--- src/include/sacp_pkg.sv ---
// Shared constants and types of the serial converter sequencer.
package sacp_pkg;
    // ------------------------------------------------------------
    // Resolution variants
    // ------------------------------------------------------------
    localparam logic [1:0] VAR_12 = 2'h0;
    localparam logic [1:0] VAR_10 = 2'h1;
    localparam logic [1:0] VAR_8 = 2'h2;

    // ------------------------------------------------------------
    // Frame counts of falling serial clock edges
    // ------------------------------------------------------------
    localparam logic [4:0] EDGES_12 = 5'h10;
    localparam logic [4:0] EDGES_10 = 5'h0e;
    localparam logic [4:0] EDGES_8 = 5'h0c;
    localparam logic [4:0] HOLD_EDGE = 5'h03;
    localparam logic [4:0] EDGE_ONE = 5'h01;
    localparam logic [4:0] EDGE_ZERO = 5'h00;

    // ------------------------------------------------------------
    // Result word layout and buffer depth
    // ------------------------------------------------------------
    localparam int RES_W = 12;
    localparam int RES_W_10 = 10;
    localparam int RES_W_8 = 8;
    localparam int WORD_W = 16;
    localparam logic [3:0] LEAD_ZEROS = 4'h0;
    localparam logic [1:0] PAD_10 = 2'h0;
    localparam logic [3:0] PAD_8 = 4'h0;
    localparam logic [RES_W-1:0] RES_ZERO = 12'h000;
    localparam logic [WORD_W-1:0] WORD_ZERO = 16'h0000;
    localparam int FIFO_DEPTH = 8;

    // ------------------------------------------------------------
    // Sequencer states
    // ------------------------------------------------------------
    typedef enum logic [1:0] {
        ST_POWER_DOWN,
        ST_TRACK,
        ST_CONVERT
    } sacp_state_t;
endpackage : sacp_pkg

--- src/hw/sacp_fifo.sv ---
// Small synchronous FIFO with valid and ready on both sides.
`timescale 1ns/100ps
module sacp_fifo #(
    parameter int WIDTH = 12,
    parameter int DEPTH = 8
) (
    // Clock and reset
    input wire logic clk,
    input wire logic rst,
    // Fill side
    input wire logic inValid,
    output logic inReady,
    input wire logic [WIDTH-1:0] inData,
    // Drain side
    output logic outValid,
    input wire logic outReady,
    output logic [WIDTH-1:0] outData
);
    localparam int AW = $clog2(DEPTH);
    localparam logic [AW:0] DEPTH_CNT = (AW+1)'(DEPTH);
    localparam logic [AW:0] CNT_ONE = (AW+1)'(1);

    logic [WIDTH-1:0] mem [DEPTH];
    logic [AW-1:0] wrPtr_reg;
    logic [AW-1:0] rdPtr_reg;
    logic [AW:0] count_reg;
    logic [AW:0] count_next;
    wire doWrite = inValid && inReady;
    wire doRead = outValid && outReady;

    // Occupancy after this cycle's accept and drain.
    assign count_next = (doWrite && !doRead) ? count_reg + CNT_ONE :
                        (doRead && !doWrite) ? count_reg - CNT_ONE : count_reg;
    // Ready is registered from the next count, so it leaves through a flop without extra latency.
    assign outValid = (count_reg != '0);
    assign outData = mem[rdPtr_reg];

    // Storage is not reset; only the pointers, the count and the ready flop carry control state.
    always_ff @(posedge clk) begin
        if (doWrite) begin
            mem[wrPtr_reg] <= inData;
        end
    end

    // Pointers wrap naturally because the depth is a power of two.
    always_ff @(posedge clk or posedge rst) begin
        if (rst) begin
            wrPtr_reg <= '0;
            rdPtr_reg <= '0;
            count_reg <= '0;
            inReady <= 1'b1;
        end else begin
            if (doWrite) wrPtr_reg <= wrPtr_reg + AW'(1);
            if (doRead) rdPtr_reg <= rdPtr_reg + AW'(1);
            count_reg <= count_next;
            inReady <= (count_next != DEPTH_CNT);
        end
    end
endmodule : sacp_fifo

--- src/hw/sacp_sequencer.sv ---
// Conversion and power sequencer of a serial-output sampling converter.
// Notes on behaviour
// - Power-down is entered automatically when a conversion finishes.
// - Chip select falling starts power-up, track mode and a new conversion.
// - In power-down the track-and-hold stays in hold.
// - Hold returns on the third falling serial clock edge after select.
// - 12-bit variant: 16 clocks per frame, power-down on 16th falling edge.
// - 10-bit variant: 14 clocks per frame, power-down on 14th falling edge.
// - 8-bit variant: 12 clocks per frame, power-down on 12th falling edge.
// - Select rising early aborts, tri-states output and powers down.
// - Conversion length is set only by the serial clock count.
// - Word is four leading zeros then result, MSB first.
// - Select falling enables output with the first leading zero.
// - Each later bit shifts out on successive falling clock edges.
// - 12-bit: last bit driven on 15th edge, valid at 16th.
`timescale 1ns/100ps
module sacp_sequencer (
    // Clock and reset
    input wire logic clk,
    input wire logic rst,
    // Variant strap and sample source
    input wire logic [1:0] variantSel,
    input wire logic sampleValid,
    output logic sampleReady,
    input wire logic [11:0] sampleData,
    // Serial link pins
    input wire logic chipSelectN,
    input wire logic serialClk,
    output logic serialResultOut,
    output logic serialResultOeN,
    // Analog control and frame status
    output logic trackMode,
    output logic poweredUp,
    output logic frameDone
);
    // ------------------------------------------------------------
    // Pin synchronisers and edge detection
    // ------------------------------------------------------------
    logic csMeta_reg;
    logic csSync_reg;
    logic csLast_reg;
    logic sclkMeta_reg;
    logic sclkSync_reg;
    logic sclkLast_reg;

    // Three flops per pin; only the second stage and later are read.
    // The third stage keeps last cycle's settled level for edge detection.
    // Reset values match the idle pins, select high and clock low, so the
    // release of reset can never be mistaken for a select or clock edge.
    always_ff @(posedge clk or posedge rst) begin
        if (rst) begin
            csMeta_reg <= 1'b1;
            csSync_reg <= 1'b1;
            csLast_reg <= 1'b1;
            sclkMeta_reg <= 1'b0;
            sclkSync_reg <= 1'b0;
            sclkLast_reg <= 1'b0;
        end else begin
            csMeta_reg <= chipSelectN;
            csSync_reg <= csMeta_reg;
            csLast_reg <= csSync_reg;
            sclkMeta_reg <= serialClk;
            sclkSync_reg <= sclkMeta_reg;
            sclkLast_reg <= sclkSync_reg;
        end
    end

    wire csFall = csLast_reg && !csSync_reg;
    wire csRise = !csLast_reg && csSync_reg;
    wire sclkFall = sclkLast_reg && !sclkSync_reg;
    // Edges are seen two system clocks after the pin moves. The link clock
    // must therefore stay high and low for several system clocks each; a
    // faster link clock would have its edges merged or lost by the samplers.

    // ------------------------------------------------------------
    // Variant decode
    // ------------------------------------------------------------
    logic [1:0] variant_reg;
    // Strap value three is not a variant of its own and falls back to 12 bits.
    wire [4:0] frameEdges = (variant_reg == sacp_pkg::VAR_8) ? sacp_pkg::EDGES_8 :
                            (variant_reg == sacp_pkg::VAR_10) ? sacp_pkg::EDGES_10 :
                            sacp_pkg::EDGES_12;
    wire [15:0] fifoWord;
    wire fifoValid;
    // Result is left aligned after the zeros; unused tail bits are zero.
    // The narrow variants end their frame before the padding is reached, so
    // the padding never shows on the pin in a complete frame.
    wire [15:0] wordLoad = (variant_reg == sacp_pkg::VAR_8) ?
                           {sacp_pkg::LEAD_ZEROS, fifoWord[sacp_pkg::RES_W_8-1:0], sacp_pkg::PAD_8} :
                           (variant_reg == sacp_pkg::VAR_10) ?
                           {sacp_pkg::LEAD_ZEROS, fifoWord[sacp_pkg::RES_W_10-1:0], sacp_pkg::PAD_10} :
                           {sacp_pkg::LEAD_ZEROS, fifoWord[sacp_pkg::RES_W-1:0]};

    // ------------------------------------------------------------
    // Result buffering
    // ------------------------------------------------------------
    // Samples are stored already prefixed with the leading zeros, so the word
    // popped at frame start needs only the variant's alignment.
    logic fifoPop;
    sacp_fifo #(
        .WIDTH(sacp_pkg::WORD_W),
        .DEPTH(sacp_pkg::FIFO_DEPTH)
    ) u_fifo (
        .clk(clk),
        .rst(rst),
        .inValid(sampleValid),
        .inReady(sampleReady),
        .inData({sacp_pkg::LEAD_ZEROS, sampleData}),
        .outValid(fifoValid),
        .outReady(fifoPop),
        .outData(fifoWord)
    );

    // ------------------------------------------------------------
    // Frame sequencer
    // ------------------------------------------------------------
    // The frame runs power-down, track, convert and back to power-down.
    // Track ends at the hold edge or an early rise; convert ends at the last edge or an early rise.
    sacp_pkg::sacp_state_t state_reg;
    sacp_pkg::sacp_state_t state_next;
    logic [4:0] edgeCnt_reg;
    logic [15:0] shift_reg;
    // Bit positions of the output shifter, taken from the word width.
    localparam int WORD_MSB = sacp_pkg::WORD_W - 1;
    localparam int NEXT_MSB = sacp_pkg::WORD_W - 2;

    // The counter holds the edges already seen, so the arriving edge is one more.
    wire lastEdge = sclkFall && ((edgeCnt_reg + sacp_pkg::EDGE_ONE) == frameEdges);
    wire holdEdge = sclkFall && ((edgeCnt_reg + sacp_pkg::EDGE_ONE) == sacp_pkg::HOLD_EDGE);
    // Anything but power-down counts as inside a frame.
    wire inFrame = (state_reg != sacp_pkg::ST_POWER_DOWN);

    // A word is popped at the start of each frame; an empty buffer sends zeros.
    // Popping on the select edge fixes the word before any bit leaves.
    assign fifoPop = csFall && fifoValid;

    // Next state: select edges win over clock edges so an abort is never lost.
    // A select fall inside a frame only reloads counter and word; the state
    // stays where it is, which keeps the sequencer from flipping back to track.
    always_comb begin
        state_next = state_reg;
        case (state_reg)
            sacp_pkg::ST_POWER_DOWN: begin
                if (csFall) state_next = sacp_pkg::ST_TRACK;
            end
            sacp_pkg::ST_TRACK: begin
                if (csRise) state_next = sacp_pkg::ST_POWER_DOWN;
                else if (holdEdge) state_next = sacp_pkg::ST_CONVERT;
            end
            sacp_pkg::ST_CONVERT: begin
                if (csRise) state_next = sacp_pkg::ST_POWER_DOWN;
                else if (lastEdge) state_next = sacp_pkg::ST_POWER_DOWN;
            end
            // An illegal state code falls back to power-down, the safe state.
            default: state_next = sacp_pkg::ST_POWER_DOWN;
        endcase
    end

    // Variant follows the strap while powered down and freezes at frame start, so a change never splits a frame.
    // The capture pauses in the select-fall cycle, because that cycle already
    // loads the word with the variant held so far.
    always_ff @(posedge clk or posedge rst) begin
        if (rst) begin
            state_reg <= sacp_pkg::ST_POWER_DOWN;
            variant_reg <= sacp_pkg::VAR_12;
        end else begin
            state_reg <= state_next;
            if (state_reg == sacp_pkg::ST_POWER_DOWN && !csFall) variant_reg <= variantSel;
        end
    end

    // Counter of falling edges, cleared by the select falling edge.
    // Edges outside a frame are ignored, so stray clocks never advance it.
    always_ff @(posedge clk or posedge rst) begin
        if (rst) begin
            edgeCnt_reg <= sacp_pkg::EDGE_ZERO;
        end else if (csFall) begin
            edgeCnt_reg <= sacp_pkg::EDGE_ZERO;
        end else if (inFrame && sclkFall) begin
            edgeCnt_reg <= edgeCnt_reg + sacp_pkg::EDGE_ONE;
        end
    end

    // Shift register: MSB is the pin; load on select, shift on falling edges.
    // An empty buffer loads zeros, so a frame without a sample reads as zero.
    always_ff @(posedge clk or posedge rst) begin
        if (rst) begin
            shift_reg <= sacp_pkg::WORD_ZERO;
        end else if (csFall) begin
            shift_reg <= fifoValid ? wordLoad : sacp_pkg::WORD_ZERO;
        end else if (inFrame && sclkFall) begin
            shift_reg <= {shift_reg[NEXT_MSB:0], 1'b0};
        end
    end

    // ------------------------------------------------------------
    // Registered outputs
    // ------------------------------------------------------------
    // All outputs leave through flops so the pins see no decode glitches;
    // the price is one system clock of delay behind the detected edge.
    // Output enable follows the next state so it drops on the ending edge.
    always_ff @(posedge clk or posedge rst) begin
        if (rst) begin
            serialResultOut <= 1'b0;
            serialResultOeN <= 1'b1;
            trackMode <= 1'b0;
            poweredUp <= 1'b0;
            frameDone <= 1'b0;
        end else begin
            // The pin takes the shifter's next MSB so both move in the same cycle.
            serialResultOut <= csFall ? (fifoValid ? wordLoad[WORD_MSB] : 1'b0) :
                               (inFrame && sclkFall) ? shift_reg[NEXT_MSB] : shift_reg[WORD_MSB];
            serialResultOeN <= (state_next == sacp_pkg::ST_POWER_DOWN);
            trackMode <= (state_next == sacp_pkg::ST_TRACK);
            poweredUp <= (state_next != sacp_pkg::ST_POWER_DOWN);
            // Only a completed frame is marked; an abort on the same edge wins.
            frameDone <= (state_reg == sacp_pkg::ST_CONVERT) && !csRise && lastEdge;
        end
    end
endmodule : sacp_sequencer

--- config.mk ---
export PLATFORM = sky130hd
export DESIGN_NAME = sacp_sequencer
export DESIGN_NICKNAME = d
export VERILOG_FILES = /design/src/include/sacp_pkg.sv /design/src/hw/sacp_fifo.sv /design/src/hw/sacp_sequencer.sv
export SDC_FILE = /design/constraint.sdc
export NUM_CORES = 1
export LEC_CHECK = 0
export BUFFER_PORTS_ARGS = -buffer_cell sky130_fd_sc_hd__clkbuf_2
export CAP_MARGIN = 10
export CORE_ASPECT_RATIO = 1.4
export CORE_UTILIZATION = 25
export DETAILED_ROUTE_END_ITERATION = 10
export PLACE_DENSITY = 0.46
export SLEW_MARGIN = 20
export SYNTH_ARGS = -nofsm -noshare
export SYNTH_HDL_FRONTEND = slang
export SYNTH_SLANG_ARGS = --single-unit
--- constraint.sdc ---
create_clock -name clk -period 2.8 [get_ports clk]
set_input_delay 0.14 -clock clk [delete_from_list [all_inputs] [get_ports clk]]
set_output_delay 0.14 -clock clk [all_outputs]
set_load 0.01 [all_outputs]
# Word-level counts from Yosys, hierarchy flattened

Memories as Yosys holds them, arrays and structs flattened.
Cells that the tools add are included.

Bits in registers: 47
Memory bits (writable): 96
Input bits: 19
Output and inout bits: 6
Logic and storage cells: 81
Memories kept: 1

Memory list:

| name       | depth | width | read ports | clocked after memory_dff | write ports | RTL line        | source |
|---|---|---|---|---|---|---|---|
| u_fifo.mem | 8     | 12    | 1          | 0                        | 1           | sacp_fifo.sv:23 | `logic [WIDTH-1:0] mem [DEPTH];` |

$add $sub $neg: 5
Equal/unequal tests: 8
Mux-type cells: 21
Reductions and logical operators: 27

Operator list:

| kind                  | count |
|---|---|
| $mux W12              | 3 |
| $mux W16              | 2 |
| $mux W5               | 4 |
| $logic_and A1 B1 Y1   | 14 |
| $mux W2               | 5 |
| $mux W4               | 2 |
| $logic_not A1 Y1      | 7 |
| $add A3 B1 Y3 const B | 2 |
| $eq A2 B1 Y1 const B  | 3 |
| $pmux W2 S3           | 1 |
| $reduce_bool A2 Y1    | 3 |
| $add A5 B1 Y5 const B | 1 |
| $eq A5 B2 Y1 const B  | 1 |
| $eq A5 B5 Y1          | 1 |
| $add A4 B1 Y4 const B | 1 |
| $eq A2 B2 Y1 const B  | 2 |
| $logic_not A2 Y1      | 2 |
| $mux W1               | 4 |
| $ne A4 B4 Y1 const B  | 1 |
| $reduce_bool A4 Y1    | 1 |
| $sub A4 B1 Y4 const B | 1 |

# Longest topological paths before layout

Word-level depth: 9
Gate-level depth with buffers: 8
Depth with buffers taken out: 7

# Cells and area by module

A second synthesis with hierarchy kept.

Cell total of the unflattened synthesis: 442
Area, all modules: 7432.1 µm²

Modules (own cells, without submodules):

| module         | times used | cells each | area an instance (µm²) | sequential area each (µm²) |
|---|---|---|---|---|
| sacp_fifo      | 1          | 264        | 5630.4                 | 4120.2 |
| sacp_sequencer | 1          | 178        | 1801.7                 | 905.9 |

# Worst setup path before layout

Ideal clock, no wire load.

Path type: register to register
Start point: register u_fifo.inReady
End point: memory u_fifo.mem[0][0] (enable)
Library setup time: 412 ps
Arrival: 1887 ps
Required time: 2388 ps
Setup slack: 500 ps
Stages on the path, launching flop included: 3
Buffers on the path: 0
Clock period less this slack: 2300 ps
Cells stage by stage: dfstp_2 nand2_2 nor4_1

Longest elaborated chain between the ends: 3

RTL lines:

| what                          | RTL line        | source |
|---|---|---|
| from (decl)                   | sacp_fifo.sv:12 | `output logic inReady,` |
| from (signal assigned)        | sacp_fifo.sv:56 | `inReady <= (count_next != DEPTH_CNT);` |
| $logic_and A1 B1 Y1           | sacp_fifo.sv:28 | `wire doWrite = inValid && inReady;` |
| $mux W1                       | sacp_fifo.sv:40 | `if (doWrite) begin` |
| $mux W1 (not written as such) | sacp_fifo.sv:41 | `mem[wrPtr_reg] <= inData;` |
| to (decl)                     | sacp_fifo.sv:23 |  |

Every way passes these cells.

# Final worst setup path

Start point: register u_fifo.count_reg[0]
End point: register u_fifo.inReady

Longest elaborated chain between the ends: 7
Elaborated cells between the ends (all ways): 11
Classes of those cells: add/sub: 2; eq/ne: 1; mux: 2; reduce/logical: 6

RTL lines:

| what                                                  | RTL line        | source |
|---|---|---|
| from (decl)                                           | sacp_fifo.sv:26 | `logic [AW:0] count_reg;` |
| from (signal assigned)                                | sacp_fifo.sv:55 | `count_reg <= count_next;` |
| branches (longest 5 deep; another with $sub A4 B1 Y4) | -               |  |
| $mux W4 (*)                                           | sacp_fifo.sv:32 | `assign count_next = (doWrite && !doRead) ? count_reg + CNT_ONE :` |
| named net u_fifo.count_next[1]                        | sacp_fifo.sv:27 | `logic [AW:0] count_next;` |
| $ne A4 B4 Y1 (*)                                      | sacp_fifo.sv:56 |  |

Mark *: on every way through the listed nets, which the timed path passes.
A chain may end at the register's enable or synchronous reset.

==> results.cfg <==
[cts]
clk_pin_slew_ns = 0.06
cts_resized = 0
cts_made_buffers = 17
clockBufferDepth = 2
cts_tree = yes
cts-root-buf = clkbuf_16
h-tree-depth = 4
post_cts_buffers = 0
clk_latency_ns = 0.42
cts.sinks = 143

[floorplanning]
die_h_um = 187
fp.dieW_um = 134
ios = 25
std_cell_rows = 67
start_util_pct = 25.5
design.die.area_um2 = 25000
core_um2 = 23900

[global_route]
grt_max_degree = 48
grt_pass1_vias = 3639
grt_remaining_overflow = 0
grtUsageTotal_pct = 11.0
grt_antenna_before_repair = 0
grt_pass1_wl_um = 20600

[layout]
area_growth_pct = 21.3
finalInstanceArea_um2 = 7380
antenna_cells = 0
largest_reg_flops = 96
nNetsFinal = 496
fin_cells = 791
nFillCells = 2388
multi_input_comb_area_um2 = 1930
regArea_um2 = 4070
final_core_util_pct = 30.9
drive_gt1_share_pct = 24.5

[routing]
vias = 3551
postRouteAntennaNets = 0
first_iter_violations = 174
remaining_drc_errors = 0
routed_wl_um = 12700
routedWlPerCell_um = 16.1
vias_per_cell = 4.49
firstDrtPassIters = 4

[synthesis]
async_reset_ff_share_pct = 32.9
synthCells = 411
synth-seq-cells = 143
synth.distinct_cells = 56
synth_edf_count = 96
ys.flop_type = edfxtp_1
seq_area_frac_synth_pct = 66.8
yosys_warnings = 0
synth_area_per_cell_um2 = 14.8
syn_nets = 439
syn_area_um2 = 6080

[critical_path]
worst-path-buf-inv = 1
worst_path_max_delay_cell = or4b_1
crit_path_max_fanout = 5
path_delay_family = simple AND/OR/NAND/NOR gates
critPathCaptureType = register
crit_chain = inv_1, ha_1, or3b_4, nand3_1, a211oi_1, a31o_1, or4b_1
crit_path_start_kind = register
crit_arrival_ns = 2.51
slowest_delay_ns = 0.50
critPathKind = register to register
crit_required_ns = 3.13

[pwr]
power.leakage_nw = 2.70
p_total_mw = 7.21
p_per_area_nw_per_um2 = 978
vdd_drop_max_mv = 0.423

[timing]
period_needed_ns = 2.18
max_freq_ghz = 0.459
setup_viol = 0
final_hold_viol_count = 0
drv_slew = 0
rsz0062_at_grt = false
tightest_slew_ns = 0.837
setup_slack_ns = 0.623
finalCritPeriodShare_pct = 77.7
relSlewSlack_pct = 43.8
finClkSkew_ns = 0.00957
timing.hold.ws_ns = 0.0178
fin_setup_tns_ns = 0

[place]
place_ws_ns = 0.608
place_congestion = 0.756
portBuffers = 24
dp.cells = 744
dpl_cell_area_um2 = 6670
hpwlAfterDp_um = 8700

[job]
drv_cap = 0

[worst_hold_path]
worstHoldPathType = input pin to register

[outcome]
outcome = finished, final reports clean
==> per-layer routing <==
layer	part of all wire, %	track usage, %
met3	2.9	2.88
met1	43	13.0
met4	1.5	4.59
met2	53	18.8
met5	0	0
==> synthesized netlist by cell type (2+ instances only) <==
cell type  instances  area [um2]
mux4_2            10         225
nand2_1           26        97.6
o21ai_0           14        70.1
a211o_1            2        17.5
buf_1              3        11.3
a211oi_1           2        15.0
dfrtp_1           42        1050
buf_4              3        22.5
a21o_1             4        30.0
a22oi_1            5        37.5
o211ai_1           2        15.0
nand3b_1           6        45.0
ha_1               9         113
xor2_1             5        43.8
mux2i_1           23         230
inv_1              9        33.8
nor2b_1            9        56.3
dfstp_2            5         131
a21oi_1           11        55.1
o221ai_1           5        43.8
nor2_1            19        71.3
xnor2_1            9        78.8
mux2_2            17         191
a31o_2             2        17.5
edfxtp_1          96        2880
nand3_1            7        35.0
nor3_1             8        40.0
buf_2              5        25.0
nor3b_1            2        15.0
clkbuf_1           6        22.5
o22ai_1            8        50.1
o22a_1             6        52.6
nand2b_1           8        50.1
==> power breakdown <==
part	switching, mW	total (mW)	internal (mW)
combinational	1.14	2.09	0.950
sequential	0.301	3.02	2.72
clock	0.883	2.11	1.23
==> path summary, 6_finish.rpt <==
path	start	end	slack [ns]	cells past startpoint
min in group asynchronous	rst	trackMode	0.39	3
worst max-delay path	u_fifo.count_reg[0]	u_fifo.inReady	0.62	7
worst max register to register	u_fifo.count_reg[0]	u_fifo.inReady	0.62	7
max in group asynchronous	rst	shift_reg[3]	1.90	3
worst min register to register	csMeta_reg	csSync_reg	0.36	0
worst min-delay path	sampleData[7]	u_fifo.mem[2][7]	0.02	1
==> final cells by class <==
| cell class | instances | area share, % |
|---|---|---|
| Sequential cell | 143 | 55.1 |
| Multi-Input combinational cell | 242 | 26.1 |
| Clock buffer | 17 | 5.77 |
| Timing Repair Buffer | 55 | 5.46 |
| Tap cell | 310 | 5.26 |
| Clock inverter | 15 | 1.81 |
| Inverter | 9 | 0.475 |
==> repair_timing <==
action | 4_1_cts | 5_1_grt
hold buffers | 15 | 0
endpoints found under the setup margin | 0 | 0
endpoints found under the hold margin | 112 | 0
==> worst register-to-register path: stages (launching register included) <==
cell	delay (ns)
dfrtp_1	0.43
inv_1	0.09
ha_1	0.17
or3b_4	0.40
nand3_1	0.19
a211oi_1	0.11
a31o_1	0.21
or4b_1	0.50
==> cell families (layout without fill, tap and decap cells) <==
group | count (synthesis) | count (layout) | share of synthesized area (%)
compound gates | 73 | 73 | 8.58
xor+xnor | 14 | 14 | 2.02
fa+ha+maj | 9 | 9 | 1.85
buf+inv | 26 | 96 | 1.89
flops | 143 | 143 | 66.8
mux | 50 | 50 | 10.6
simple gates | 96 | 96 | 8.19
==> placed cells by master (no fill, tap or decap), drive strengths merged, types with 3 or more instances in the layout <==
master and instances:
a21o 4, a21oi 12, a22oi 5, a31o 3, buf 16, clkbuf 41, clkinv 4, clkinvlp 6
dfrtp 42, dfstp 5, dlygate4sd3 15, edfxtp 96, ha 9, inv 13, mux2 17, mux2i 23
mux4 10, nand2 27, nand2b 8, nand3 7, nand3b 6, nor2 20, nor2b 9, nor3 8
o21ai 15, o221ai 5, o22a 6, o22ai 8, xnor2 9, xor2 5
Note: power is estimated with default switching activity, not from simulation.
